$ cat src/design/mso_pkg.sv
// shared constants, register map and types of the motion status output block
package mso_pkg;
  // register byte addresses
  localparam logic [7:0] ADDR_CTRL = 8'h00;
  localparam logic [7:0] ADDR_AREA = 8'h04;
  localparam logic [7:0] ADDR_GPO  = 8'h08;
  localparam logic [7:0] ADDR_CMD  = 8'h0c;
  localparam logic [7:0] ADDR_STAT = 8'h10;
  localparam logic [7:0] ADDR_POL  = 8'h14;
  // control register fields
  localparam int CTRL_DONE_SEL  = 0;
  localparam int CTRL_RDY_GATE  = 1;
  localparam int CTRL_FREE      = 2;
  localparam int CTRL_W         = 3;
  localparam logic [2:0]  CTRL_RST = 3'h0;
  localparam int AREA_W         = 16;
  localparam logic [15:0] AREA_RST = 16'h0000;
  localparam int GPO_W          = 4;
  localparam logic [3:0]  GPO_RST  = 4'h0;
  // system input and command bit positions
  localparam int IN_FCLR    = 0;
  localparam int IN_PAUSE   = 1;
  localparam int IN_RESUME  = 2;
  localparam int IN_PCANCEL = 3;
  localparam int IN_START   = 4;
  localparam int IN_ABORT   = 5;
  localparam int IN_FREE    = 6;
  localparam int IN_ENERGY  = 7;
  localparam int N_SYS_IN   = 8;
  localparam int N_CMD      = 6;
  localparam logic [7:0] POL_RST = 8'h00;
  // bus response codes
  localparam logic [1:0] RESP_OKAY   = 2'h0;
  localparam logic [1:0] RESP_SLVERR = 2'h2;
  // status word carried to the pins and to the status register
  typedef struct packed {
    logic brake;
    logic origin;
    logic pause;
    logic limit;
    logic ready;
    logic pulsing;
    logic seq;
    logic done;
    logic fault;
  } mso_status_t;
  localparam int STAT_W = 9;
  // origin tracking states
  typedef enum logic [1:0] {
    ORG_NONE = 2'b00,
    ORG_AT   = 2'b01,
    ORG_AWAY = 2'b10
  } mso_org_t;
endpackage : mso_pkg

$ cat src/design/mso_axil_slave.sv
// axi4-lite slave front end, one write and one read outstanding
`timescale 1ns/1ps
module mso_axil_slave (
  input  wire logic        i_clock,   // system clock
  input  wire logic        i_arst_n,  // async reset, active low
  input  wire logic [7:0]  i_awaddr,  // write address
  input  wire logic        i_awvalid, // write address valid
  output logic             o_awready, // write address ready
  input  wire logic [31:0] i_wdata,   // write data
  input  wire logic [3:0]  i_wstrb,   // write strobes
  input  wire logic        i_wvalid,  // write data valid
  output logic             o_wready,  // write data ready
  output logic [1:0]       o_bresp,   // write response
  output logic             o_bvalid,  // write response valid
  input  wire logic        i_bready,  // write response ready
  input  wire logic [7:0]  i_araddr,  // read address
  input  wire logic        i_arvalid, // read address valid
  output logic             o_arready, // read address ready
  output logic [31:0]      o_rdata,   // read data
  output logic [1:0]       o_rresp,   // read response
  output logic             o_rvalid,  // read data valid
  input  wire logic        i_rready,  // read data ready
  output logic             o_wr_en,   // register write pulse
  output logic [7:0]       o_wr_addr, // latched write address
  output logic [31:0]      o_wr_data, // latched write data
  output logic [3:0]       o_wr_strb, // latched strobes
  input  wire logic        i_wr_ok,   // write address mapped
  input  wire logic [31:0] i_rd_data, // read data for i_araddr
  input  wire logic        i_rd_ok    // read address mapped
);
  logic aw_have_r;
  logic w_have_r;
  logic aw_hs;
  logic w_hs;
  logic ar_hs;

  // channels accepted independently, response only after both
  assign o_awready = ~aw_have_r & ~o_bvalid;
  assign o_wready  = ~w_have_r & ~o_bvalid;
  assign aw_hs     = i_awvalid & o_awready;
  assign w_hs      = i_wvalid & o_wready;
  assign o_wr_en   = aw_have_r & w_have_r & ~o_bvalid;
  assign o_arready = ~o_rvalid;
  assign ar_hs     = i_arvalid & o_arready;

  // write path
  always_ff @(posedge i_clock or negedge i_arst_n) begin
    if (!i_arst_n) begin
      aw_have_r <= 1'b0;
      w_have_r  <= 1'b0;
      o_wr_addr <= '0;
      o_wr_data <= '0;
      o_wr_strb <= '0;
      o_bvalid  <= 1'b0;
      o_bresp   <= mso_pkg::RESP_OKAY;
    end else begin
      if (aw_hs) o_wr_addr <= i_awaddr;
      if (w_hs) o_wr_data <= i_wdata;
      if (w_hs) o_wr_strb <= i_wstrb;
      aw_have_r <= (aw_have_r | aw_hs) & ~o_wr_en;
      w_have_r  <= (w_have_r | w_hs) & ~o_wr_en;
      if (o_wr_en) begin
        o_bvalid <= 1'b1;
        o_bresp  <= i_wr_ok ? mso_pkg::RESP_OKAY : mso_pkg::RESP_SLVERR;
      end else if (i_bready) o_bvalid <= 1'b0;
    end
  end

  // read path: data captured at address handshake
  always_ff @(posedge i_clock or negedge i_arst_n) begin
    if (!i_arst_n) begin
      o_rvalid <= 1'b0;
      o_rdata  <= '0;
      o_rresp  <= mso_pkg::RESP_OKAY;
    end else if (ar_hs) begin
      o_rvalid <= 1'b1;
      o_rdata  <= i_rd_ok ? i_rd_data : 32'h0000_0000;
      o_rresp  <= i_rd_ok ? mso_pkg::RESP_OKAY : mso_pkg::RESP_SLVERR;
    end else if (i_rready) o_rvalid <= 1'b0;
  end
endmodule : mso_axil_slave

$ cat src/design/mso_in_cond.sv
// input conditioner: contact polarity and leading-edge pulse per line
`timescale 1ns/1ps
module mso_in_cond #(
  parameter int W = 8
) (
  input  wire logic         i_clock,  // system clock
  input  wire logic         i_arst_n, // async reset, active low
  input  wire logic [W-1:0] i_raw,    // raw input lines
  input  wire logic [W-1:0] i_nc,     // 1 = normally-closed line
  output logic      [W-1:0] o_level,  // active level after polarity
  output logic      [W-1:0] o_rise    // one-cycle pulse on activation
);
  logic [W-1:0] prev_r;

  // normally-closed lines have their meaning inverted
  assign o_level = i_raw ^ i_nc;
  assign o_rise  = o_level & ~prev_r;

  // previous level for edge detection
  always_ff @(posedge i_clock or negedge i_arst_n) begin
    if (!i_arst_n) prev_r <= '0;
    else           prev_r <= o_level;
  end
endmodule : mso_in_cond

$ cat src/design/mso_status_out.sv
// motion controller status and general output logic with register access
// Functional notes
// - normally-closed inputs invert active meaning
// - four general outputs set by register write
// - alarm sets fault; one clear pulse resets once cause gone
// - done source chosen by select and area
// - sequence output high while program runs
// - trailing motion step drops sequence output early
// - pulsing output high; new motions rejected
// - pulsing ignores driver moving input
// - ready when not pulsing, sequencing, faulted
// - ready gate also needs driver ready
// - limit output follows limit input
// - pause status set by pause, cleared variously
// - origin found: assert output, zero position
// - origin reasserts when stopping at zero
// - brake free while energized or release requested, else locked
// - brake request ORs three release sources
// - both brake pins carry same state
// - energize input off locks the brake when no release is requested
`timescale 1ns/1ps
module mso_status_out #(
  parameter int AREA_W = mso_pkg::AREA_W,
  parameter int GPO_W  = mso_pkg::GPO_W
) (
  input  wire logic              i_clock,        // 40 mhz system clock
  input  wire logic              i_arst_n,       // async reset, active low
  input  wire logic [7:0]        i_awaddr,       // axi write address
  input  wire logic              i_awvalid,      // axi write address valid
  output logic                   o_awready,      // axi write address ready
  input  wire logic [31:0]       i_wdata,        // axi write data
  input  wire logic [3:0]        i_wstrb,        // axi write strobes
  input  wire logic              i_wvalid,       // axi write data valid
  output logic                   o_wready,       // axi write data ready
  output logic [1:0]             o_bresp,        // axi write response
  output logic                   o_bvalid,       // axi write response valid
  input  wire logic              i_bready,       // axi write response ready
  input  wire logic [7:0]        i_araddr,       // axi read address
  input  wire logic              i_arvalid,      // axi read address valid
  output logic                   o_arready,      // axi read address ready
  output logic [31:0]            o_rdata,        // axi read data
  output logic [1:0]             o_rresp,        // axi read response
  output logic                   o_rvalid,       // axi read valid
  input  wire logic              i_rready,       // axi read ready
  input  wire logic [7:0]        i_sys_in,       // raw system inputs
  input  wire logic              i_alarm,        // alarm event pulse
  input  wire logic              i_alarm_cause,  // alarm cause still present
  input  wire logic              i_pulsing,      // step pulses being emitted
  input  wire logic              i_seq_running,  // sequence program executing
  input  wire logic              i_seq_tail_go,  // final motion step started
  input  wire logic [31:0]       i_pos_err,      // signed position error
  input  wire logic [31:0]       i_pos_cmd,      // position command value
  input  wire logic              i_drv_done,     // driver done signal
  input  wire logic              i_drv_ready,    // driver ready signal
  input  wire logic              i_drv_moving,   // driver moving signal
  input  wire logic              i_sensorless,   // sensorless seek active
  input  wire logic              i_limit_cond,   // driver limit condition
  input  wire logic              i_seek_ok,      // origin seek success pulse
  input  wire logic              i_energize,     // motor current enabled
  input  wire logic              i_free_remote,  // fieldbus release input
  input  wire logic              i_motion_req,   // new motion command pulse
  output logic                   o_motion_ok,    // motion command accepted
  output logic                   o_motion_rej,   // motion command rejected
  output logic                   o_pos_zero,     // zero position command
  output logic                   o_seek_moving,  // driver moving during seek
  output logic [GPO_W-1:0]       o_gpo,          // general outputs
  output mso_pkg::mso_status_t   o_stat,         // status outputs
  output logic                   o_brake_drv     // brake release, driver pins
);
  // register state
  logic [mso_pkg::CTRL_W-1:0]   ctrl_r;
  logic [AREA_W-1:0]            area_r;
  logic [GPO_W-1:0]             gpo_r;
  logic [mso_pkg::N_SYS_IN-1:0] pol_r;
  logic                         fault_r;
  logic                         pause_r;
  mso_pkg::mso_org_t            org_r;
  mso_pkg::mso_org_t            org_nxt;
  mso_pkg::mso_status_t         stat_nxt;
  logic                         pulsing_d_r;
  // bus wires
  logic        wr_en;
  logic [7:0]  wr_addr;
  logic [31:0] wr_data;
  logic [3:0]  wr_strb;
  logic        wr_ok;
  logic [31:0] rd_data;
  logic        rd_ok;
  logic [31:0] ctrl_m;
  logic [31:0] area_m;
  logic [31:0] gpo_m;
  logic [31:0] pol_m;
  // conditioned inputs
  logic [mso_pkg::N_SYS_IN-1:0] in_lvl;
  logic [mso_pkg::N_SYS_IN-1:0] in_rise;
  logic [mso_pkg::N_CMD-1:0]    cmd;
  logic [mso_pkg::N_CMD-1:0]    ev;
  logic                         fault_nxt;
  logic                         pause_nxt;
  logic                         pause_clr;
  logic                         in_area;
  logic                         at_zero;
  logic                         stopped;
  logic                         energy_eff;
  logic                         free_req;

  // magnitude of a signed word
  function automatic logic [31:0] mag(input logic [31:0] v);
    mag = v[31] ? 32'(~v + 32'h0000_0001) : v;
  endfunction : mag

  // byte-lane merge for a register write
  function automatic logic [31:0] merge(input logic [31:0] old, input logic [31:0] nw,
                                        input logic [3:0] be);
    for (int i = 0; i < 4; i++) merge[8*i +: 8] = be[i] ? nw[8*i +: 8] : old[8*i +: 8];
  endfunction : merge

  mso_axil_slave u_bus (
    .i_clock   (i_clock),
    .i_arst_n  (i_arst_n),
    .i_awaddr  (i_awaddr),
    .i_awvalid (i_awvalid),
    .o_awready (o_awready),
    .i_wdata   (i_wdata),
    .i_wstrb   (i_wstrb),
    .i_wvalid  (i_wvalid),
    .o_wready  (o_wready),
    .o_bresp   (o_bresp),
    .o_bvalid  (o_bvalid),
    .i_bready  (i_bready),
    .i_araddr  (i_araddr),
    .i_arvalid (i_arvalid),
    .o_arready (o_arready),
    .o_rdata   (o_rdata),
    .o_rresp   (o_rresp),
    .o_rvalid  (o_rvalid),
    .i_rready  (i_rready),
    .o_wr_en   (wr_en),
    .o_wr_addr (wr_addr),
    .o_wr_data (wr_data),
    .o_wr_strb (wr_strb),
    .i_wr_ok   (wr_ok),
    .i_rd_data (rd_data),
    .i_rd_ok   (rd_ok)
  );

  mso_in_cond #(.W(mso_pkg::N_SYS_IN)) u_in (
    .i_clock  (i_clock),
    .i_arst_n (i_arst_n),
    .i_raw    (i_sys_in),
    .i_nc     (pol_r),
    .o_level  (in_lvl),
    .o_rise   (in_rise)
  );

  // address decode and read mux
  assign wr_ok = (wr_addr == mso_pkg::ADDR_CTRL) | (wr_addr == mso_pkg::ADDR_AREA) |
                 (wr_addr == mso_pkg::ADDR_GPO) | (wr_addr == mso_pkg::ADDR_CMD) |
                 (wr_addr == mso_pkg::ADDR_POL);
  assign rd_ok = wr_ok_rd(i_araddr);
  assign rd_data =
    (i_araddr == mso_pkg::ADDR_CTRL) ? 32'(ctrl_r) :
    (i_araddr == mso_pkg::ADDR_AREA) ? 32'(area_r) :
    (i_araddr == mso_pkg::ADDR_GPO)  ? 32'(o_gpo) :
    (i_araddr == mso_pkg::ADDR_STAT) ? 32'(o_stat) :
    (i_araddr == mso_pkg::ADDR_POL)  ? 32'(pol_r) : 32'h0000_0000;

  // strobe-merged write value for each register, cut to width where stored
  assign ctrl_m = merge(32'(ctrl_r), wr_data, wr_strb);
  assign area_m = merge(32'(area_r), wr_data, wr_strb);
  assign gpo_m  = merge(32'(gpo_r), wr_data, wr_strb);
  assign pol_m  = merge(32'(pol_r), wr_data, wr_strb);

  // readable addresses; the command register reads as zero
  function automatic logic wr_ok_rd(input logic [7:0] a);
    wr_ok_rd = (a == mso_pkg::ADDR_CTRL) | (a == mso_pkg::ADDR_AREA) |
               (a == mso_pkg::ADDR_GPO) | (a == mso_pkg::ADDR_CMD) |
               (a == mso_pkg::ADDR_STAT) | (a == mso_pkg::ADDR_POL);
  endfunction : wr_ok_rd

  // command writes are write-one pulses, each acting once
  assign cmd = (wr_en && wr_addr == mso_pkg::ADDR_CMD && wr_strb[0]) ?
               wr_data[mso_pkg::N_CMD-1:0] : '0;
  assign ev  = cmd | in_rise[mso_pkg::N_CMD-1:0];

  // fault: alarm sets, a clear pulse resets once the cause is gone; set wins
  assign fault_nxt = i_alarm | (fault_r & ~(ev[mso_pkg::IN_FCLR] & ~i_alarm_cause));

  // pause: set by pause edge, cleared by resume, cancel, start in sequence, abort
  assign pause_clr = ev[mso_pkg::IN_RESUME] | ev[mso_pkg::IN_PCANCEL] |
                     ev[mso_pkg::IN_ABORT] | (ev[mso_pkg::IN_START] & i_seq_running);
  assign pause_nxt = ev[mso_pkg::IN_PAUSE] | (pause_r & ~pause_clr);

  // motion done source selection
  assign in_area = (area_r == '0) | (mag(i_pos_err) <= 32'(area_r));

  // origin tracking: a stop at position zero after origin is known
  assign at_zero = (i_pos_cmd == 32'h0000_0000);
  assign stopped = pulsing_d_r & ~i_pulsing;
  always_comb begin
    case (org_r)
      mso_pkg::ORG_NONE: org_nxt = i_seek_ok ? mso_pkg::ORG_AT : mso_pkg::ORG_NONE;
      mso_pkg::ORG_AT:   org_nxt = i_seek_ok ? mso_pkg::ORG_AT :
                                   (i_pulsing ? mso_pkg::ORG_AWAY : mso_pkg::ORG_AT);
      mso_pkg::ORG_AWAY: org_nxt = (i_seek_ok | (stopped & at_zero)) ?
                                   mso_pkg::ORG_AT : mso_pkg::ORG_AWAY;
      default:           org_nxt = mso_pkg::ORG_NONE;
    endcase
  end

  // brake release: effective energize or any release request
  assign energy_eff = i_energize & in_lvl[mso_pkg::IN_ENERGY];
  assign free_req   = in_lvl[mso_pkg::IN_FREE] | i_free_remote | ctrl_r[mso_pkg::CTRL_FREE];

  // next status word
  always_comb begin
    stat_nxt         = '0;
    stat_nxt.fault   = fault_nxt;
    stat_nxt.done    = ctrl_r[mso_pkg::CTRL_DONE_SEL] ? i_drv_done : (~i_pulsing & in_area);
    stat_nxt.seq     = i_seq_running & ~i_seq_tail_go;
    stat_nxt.pulsing = i_pulsing;
    stat_nxt.ready   = ~i_pulsing & ~i_seq_running & ~fault_nxt &
                       (~ctrl_r[mso_pkg::CTRL_RDY_GATE] | i_drv_ready);
    stat_nxt.limit   = i_limit_cond;
    stat_nxt.pause   = pause_nxt;
    stat_nxt.origin  = (org_nxt == mso_pkg::ORG_AT);
    stat_nxt.brake   = energy_eff | free_req;
  end

  // software registers
  always_ff @(posedge i_clock or negedge i_arst_n) begin
    if (!i_arst_n) begin
      ctrl_r <= mso_pkg::CTRL_RST;
      area_r <= mso_pkg::AREA_RST;
      gpo_r  <= mso_pkg::GPO_RST;
      pol_r  <= mso_pkg::POL_RST;
    end else if (wr_en) begin
      if (wr_addr == mso_pkg::ADDR_CTRL) ctrl_r <= ctrl_m[mso_pkg::CTRL_W-1:0];
      if (wr_addr == mso_pkg::ADDR_AREA) area_r <= area_m[AREA_W-1:0];
      if (wr_addr == mso_pkg::ADDR_GPO)  gpo_r  <= gpo_m[GPO_W-1:0];
      if (wr_addr == mso_pkg::ADDR_POL)  pol_r  <= pol_m[mso_pkg::N_SYS_IN-1:0];
    end
  end

  // controller state and registered outputs
  always_ff @(posedge i_clock or negedge i_arst_n) begin
    if (!i_arst_n) begin
      fault_r       <= 1'b0;
      pause_r       <= 1'b0;
      org_r         <= mso_pkg::ORG_NONE;
      pulsing_d_r   <= 1'b0;
      o_stat        <= '0;
      o_brake_drv   <= 1'b0;
      o_gpo         <= '0;
      o_pos_zero    <= 1'b0;
      o_motion_ok   <= 1'b0;
      o_motion_rej  <= 1'b0;
      o_seek_moving <= 1'b0;
    end else begin
      fault_r       <= fault_nxt;
      pause_r       <= pause_nxt;
      org_r         <= org_nxt;
      pulsing_d_r   <= i_pulsing;
      o_stat        <= stat_nxt;
      o_brake_drv   <= stat_nxt.brake;
      o_gpo         <= gpo_r;
      o_pos_zero    <= i_seek_ok;
      o_motion_ok   <= i_motion_req & ~i_pulsing;
      o_motion_rej  <= i_motion_req & i_pulsing;
      o_seek_moving <= i_drv_moving & i_sensorless;
    end
  end
endmodule : mso_status_out

$ cat config.mk
export PLATFORM = sky130hd
export DESIGN_NAME = mso_status_out
export DESIGN_NICKNAME = d
export VERILOG_FILES = /design/src/design/mso_pkg.sv /design/src/design/mso_axil_slave.sv /design/src/design/mso_in_cond.sv /design/src/design/mso_status_out.sv
export SDC_FILE = /design/constraint.sdc
export NUM_CORES = 1
export LEC_CHECK = 0
export BUFFER_PORTS_ARGS = -buffer_cell sky130_fd_sc_hd__buf_2
export CORE_MARGIN = 4
export CORE_UTILIZATION = 50
export CTS_CLUSTER_DIAMETER = 50
export DETAILED_ROUTE_END_ITERATION = 6
export GPL_ROUTABILITY_DRIVEN = 0
export GPL_TIMING_DRIVEN = 0
export PLACE_DENSITY_LB_ADDON = 0.15
export SYNTH_ARGS = -nofsm -noshare
export SYNTH_HDL_FRONTEND = slang
export SYNTH_SLANG_ARGS = --single-unit
$ cat constraint.sdc
create_clock -name i_clock -period 3.3 [get_ports i_clock]
set_input_delay 0.33 -clock i_clock [delete_from_list [all_inputs] [get_ports i_clock]]
set_output_delay 0.33 -clock i_clock [all_outputs]
set_load 0.01 [all_outputs]
# After elaboration in Yosys (flattened, before gate mapping)
# Index checks and enable logic that the tools add are counted.
[op_classes] addsub=1 n_mul=0 div=0 n_lt_le_gt_ge=1 eq_ne=12 shift=0 muxes=20 n_bitwise=64 reduce_logical=14
[op_table] operator="16-bit 2-to-1 mux" n=3
[op_table] operator="32-bit by 1-bit adder with 32-bit output, second input constant" n=1
[op_table] operator="8-bit by 4-bit equality test with 1-bit output, second input constant" n=4
[op_table] operator="32-bit by 16-bit less-or-equal comparator with 1-bit output" n=1
[op_table] operator="32-bit zero test" n=1
[op_table] operator="32-bit 2-to-1 mux" n=1
[op_table] operator="32-bit NOT" n=1
[op_table] operator="1-bit AND" n=24
[op_table] operator="8-bit by 5-bit equality test with 1-bit output, second input constant" n=3
[op_table] operator="1-bit OR" n=22
[op_table] operator="9-bit 2-to-1 mux" n=2
[op_table] operator="8-bit by 3-bit equality test with 1-bit output, second input constant" n=2
[op_table] operator="16-bit zero test" n=1
[op_table] operator="8-bit zero test" n=2
[op_table] operator="3-bit AND reduction" n=5
[op_table] operator="1-bit NOT" n=13
[op_table] operator="2-bit 2-to-1 mux" n=5
[op_table] operator="8-bit 2-to-1 mux" n=1
[op_table] operator="8-bit XOR" n=1
[op_table] operator="6-bit AND" n=1
[op_table] operator="1-bit 2-to-1 mux" n=6
[op_table] operator="6-bit 2-to-1 mux" n=1
[op_table] operator="6-bit NOT" n=1
[op_table] operator="6-bit OR" n=1
[op_table] operator="6 further kinds" n=9
[word_totals] ff_bits=122 latchBits=0 ramBits=0 mem_bits_ro=0 in_bits=145 out_inout_bits=59 word_cells=143 mem_count=0

# Longest topological paths before layout
[logic_depth] ltp_word=13 mapped_depth=14 mapped_depth_nobuf=14

# By module
# Synthesis repeated with hierarchy kept, for this count alone.
[unflattened] hier_cells=699 hier_area_um2=7419.6
[by_module_without_submodules] module="mso_status_out" n_inst=1 cells_each=418 area_per_inst_um2=3593.4 seq_area_each_um2=1251.2
[by_module_without_submodules] module="mso_axil_slave" n_inst=1 cells_each=257 area_per_inst_um2=3485.8 seq_area_each_um2=2052.0
[by_module_without_submodules] module="mso_in_cond" n_inst=1 cells_each=24 area_per_inst_um2=340.3 seq_area_each_um2=200.2

# Worst setup path after synthesis
# OpenSTA, ideal clock, no wires.
[synth_path] kind="input -> register" start="input port i_pos_err[31]" end="register o_stat[1] (netlist name)" arrival_time_ps=3165 path_slack_ps=35 cell_stages=12 path_buffers=3 path_cell_list="clkbuf_1 buf_2 buf_1 o31ai_1 xnor2_1 ha_1 a21oi_1 a21oi_1 o311a_1 a221o_1 or4_1 o311ai_2"
[synth_rtl] element="start: declaration" line="mso_status_out.sv:51" source="input wire logic [31:0] i_pos_err,"
[synth_rtl] element="end signal: assignment" line="mso_status_out.sv:264" source="o_stat <= stat_nxt;"
[synth_rtl] element="end: declaration" line="mso_status_out.sv:67" source="output mso_pkg::mso_status_t o_stat,"

==> metrics.txt <==
total number of vias 4,823; largest net degree at the start of global routing 55; Antenna Cells 0; initial drt markers 334; worst path required time ~3.5 ns; via/cell ratio 5.54; Total Routing Usage GR 0.221; # DRC 0; htree depth 3; largest area contributor in the netlist dfrtp_1; leakage 3.47 nW; row count 38; CTS sink cnt 104; Port-buffer cells 165; Max rail drop VDD 367 uV; root buf cell clkbuf_16; min Tclk post-route 3.13 ns; Post-DRT Antenna Nets 0; Initial Utilization 0.519; clock-pin slew on the worst setup and hold paths 0.07 ns; CP max stage cell or4_1; max cap viols 0; Worst-Margin Slew 0.743 ns; synth unique cells 68; startpoint types input port; later-pin clock latency in the skew report roughly 0.34 ns; top post-synthesis cells by area dfrtp_1 (46%), mux2_2 (12%), ha_1 (3.7%), buf_4 (2.9%), a22o_1 (2.5%); largest fanout on the critical path 6; vias in the first global route 4,824; clock buffer depth 2; Util after Layout 0.652; nets just under 900; hold_buf cts 0; die width 115 um; slew margin rel. 0.502; HP Class input port to async pin; Setup Skew around 0.0066 ns; Area growth, synth to finish 25.7%; CTS buffer count 9; DR WL/cell 16.9 um; multi-input logic area ~0.0029 mm2; most frequent cells in the layout buf_2 (166), dfrtp_1 (104), mux2_2 (60); Setup CP Type input port to flop; CP endpoint kind flop; period utilization 0.950; Final Hold Fails 0; initial antenna violation count 1; IO Count 204; EDFF count, synth 0; crit path DAT 3.36 ns; synthesized area per cell ~11 um2; FILL cells 879; core area 0.0110 mm2; Pwr Density about 530 mW/mm2; Fin Setup TNS 0 ns; die area 0.0132 mm2; worst stage delay on the critical path 0.54 ns; Storage cell area approximately 0.0026 mm2; Max Slew Vio Count 0; Power Total 3.77 mW; routed wire length ~15,000 um; Post-DP HPWL 11,500 um; FFs w/ async S/R, synth 1.00; GRT overflow 0; status finished clean; cell count after synthesis 530; cell area after synthesis around 0.0057 mm2; synth warn 0; register area share after synthesis 0.457; Top FF cell, synth dfrtp_1; Die H 115 um; #FFs+latches synth 104; top cell type's share of synthesized area 0.457; fmax 319 MHz; critical path cell sequence buf_2, inv_2, ha_4, nor3b_4, buf_4, nand4_4, o21ai_2, xnor2_1, ha_1, nand4_1, nor2_2, nand2_1, o311a_1, a221o_1, or4_1, o311ai_2; share of cells above drive strength 1 0.395; Final setup viols 0; first-pass GRT wire length 23,100 um; most common cell after layout, fill and taps aside buf_2; hold slack approximately 0.039 ns; TritonRoute pass-1 iters 4; CTS tree built
through the flow:
| stage | setup WS (ns) | area (um2) | std cells |
|---|---|---|---|
| 2_1_floorplan | 0.0346 | 5760 | 547 |
| 3_3_place_gp | -0.545 | 6770 | 852 |
| 3_5_place_dp | -0.562 | 6800 | 853 |
| 4_1_cts | 0.00409 | 7110 | 870 |
| 5_1_grt | -0.00896 | 7170 | 871 |
| 6_report | 0.166 | 7170 | 871 |
power breakdown:
group / internal, mW / switching (mW)
combinational: 0.485 / 0.417
clock: 0.611 / 0.462
sequential: 1.54 / 0.255
logic make-up (layout without fill, tap and decap cells):
logic type      count (synthesis)  in the layout  synth area share
buf+inv                        67            251            0.0588
other cells                     1             18          0.000658
mux                            69             69             0.134
fa+ha+maj                      17             17            0.0373
xor+xnor                       24             24            0.0369
compound gates                 93             93             0.121
simple gates                  155            155             0.155
flops                         104            104             0.457
final timing paths:
path                                        from  cells past startpoint                            end  slack, ns
max reg2reg                area_r[1]$_DFFE_PN0P_                      9            o_stat[1]$_DFF_PN0_       0.57
max in group asynchronous               i_arst_n                      2  u_bus.o_rdata[11]$_DFFE_PN0P_       2.59
min reg2reg                 gpo_r[2]$_DFFE_PN0P_                      0             o_gpo[2]$_DFF_PN0_       0.38
min                                     i_arst_n                      1       u_in.prev_r[3]$_DFF_PN0_       0.04
max                                 i_pos_err[0]                     16            o_stat[1]$_DFF_PN0_       0.17
min in group i_clock                i_limit_cond                      1            o_stat[5]$_DFF_PN0_       0.10
cell type report:
class,instances,area share
multi-input combinational,376,0.401
sequential,104,0.363
timing repair buffer,169,0.123
clock buffer,12,0.0344
buffer,35,0.0302
tap,140,0.0244
inverter,31,0.0162
clock inverter,4,0.00751
registers in the layout (all words and copies together) (netlist names), 4 cells and up:
signal and flops:
area_r 16, u_bus.o_rdata 16, u_bus.o_wr_data 16, pol_r 8
u_bus.o_wr_addr 8, u_in.prev_r 6, o_stat 5, gpo_r 4
o_gpo 4
per-layer routing:
metal / vias to the layer above / track usage / wire (um)
met2: 197 / 0.364 / 6890
met4: 2 / 0.0806 / 444
met1: 2295 / 0.289 / 6130
li1: 2294 / - / -
met3: 35 / 0.0521 / 1230
met5: - / 0 / 13
repair_timing:
| item | CTS | global route |
|---|---|---|
| buffers inserted | 2 | 1 |
| pin swaps | 2 | 6 |
| endpoints found under the hold margin | 0 | 0 |
| endpoints found under the setup margin | 1 | 1 |
| gates resized for setup | 3 | 10 |
critical path: cells and delay by family:
kind | cells | cell delay [ns]
AO/OA/AOI/OAI | 4 | 0.86
XOR/XNOR | 1 | 0.08
adder cells (fa/ha/maj) | 2 | 0.46
buffers and inverters | 3 | 0.37
AND/OR/NAND/NOR | 6 | 1.27
cell usage after synthesis, types with 9 or more instances:
cell type  instances
a21oi_1           15
a22o_1            16
buf_4             22
clkbuf_1          10
dfrtp_1          104
ha_1              17
inv_1             31
mux2_2            60
mux2i_1            9
nand2_1           32
nand4_1           10
nor2_1            25
nor3_1            11
nor4_1            19
o21ai_0           15
xnor2_1           12
xor2_1            12
Power figures use the tool's default switching activity.
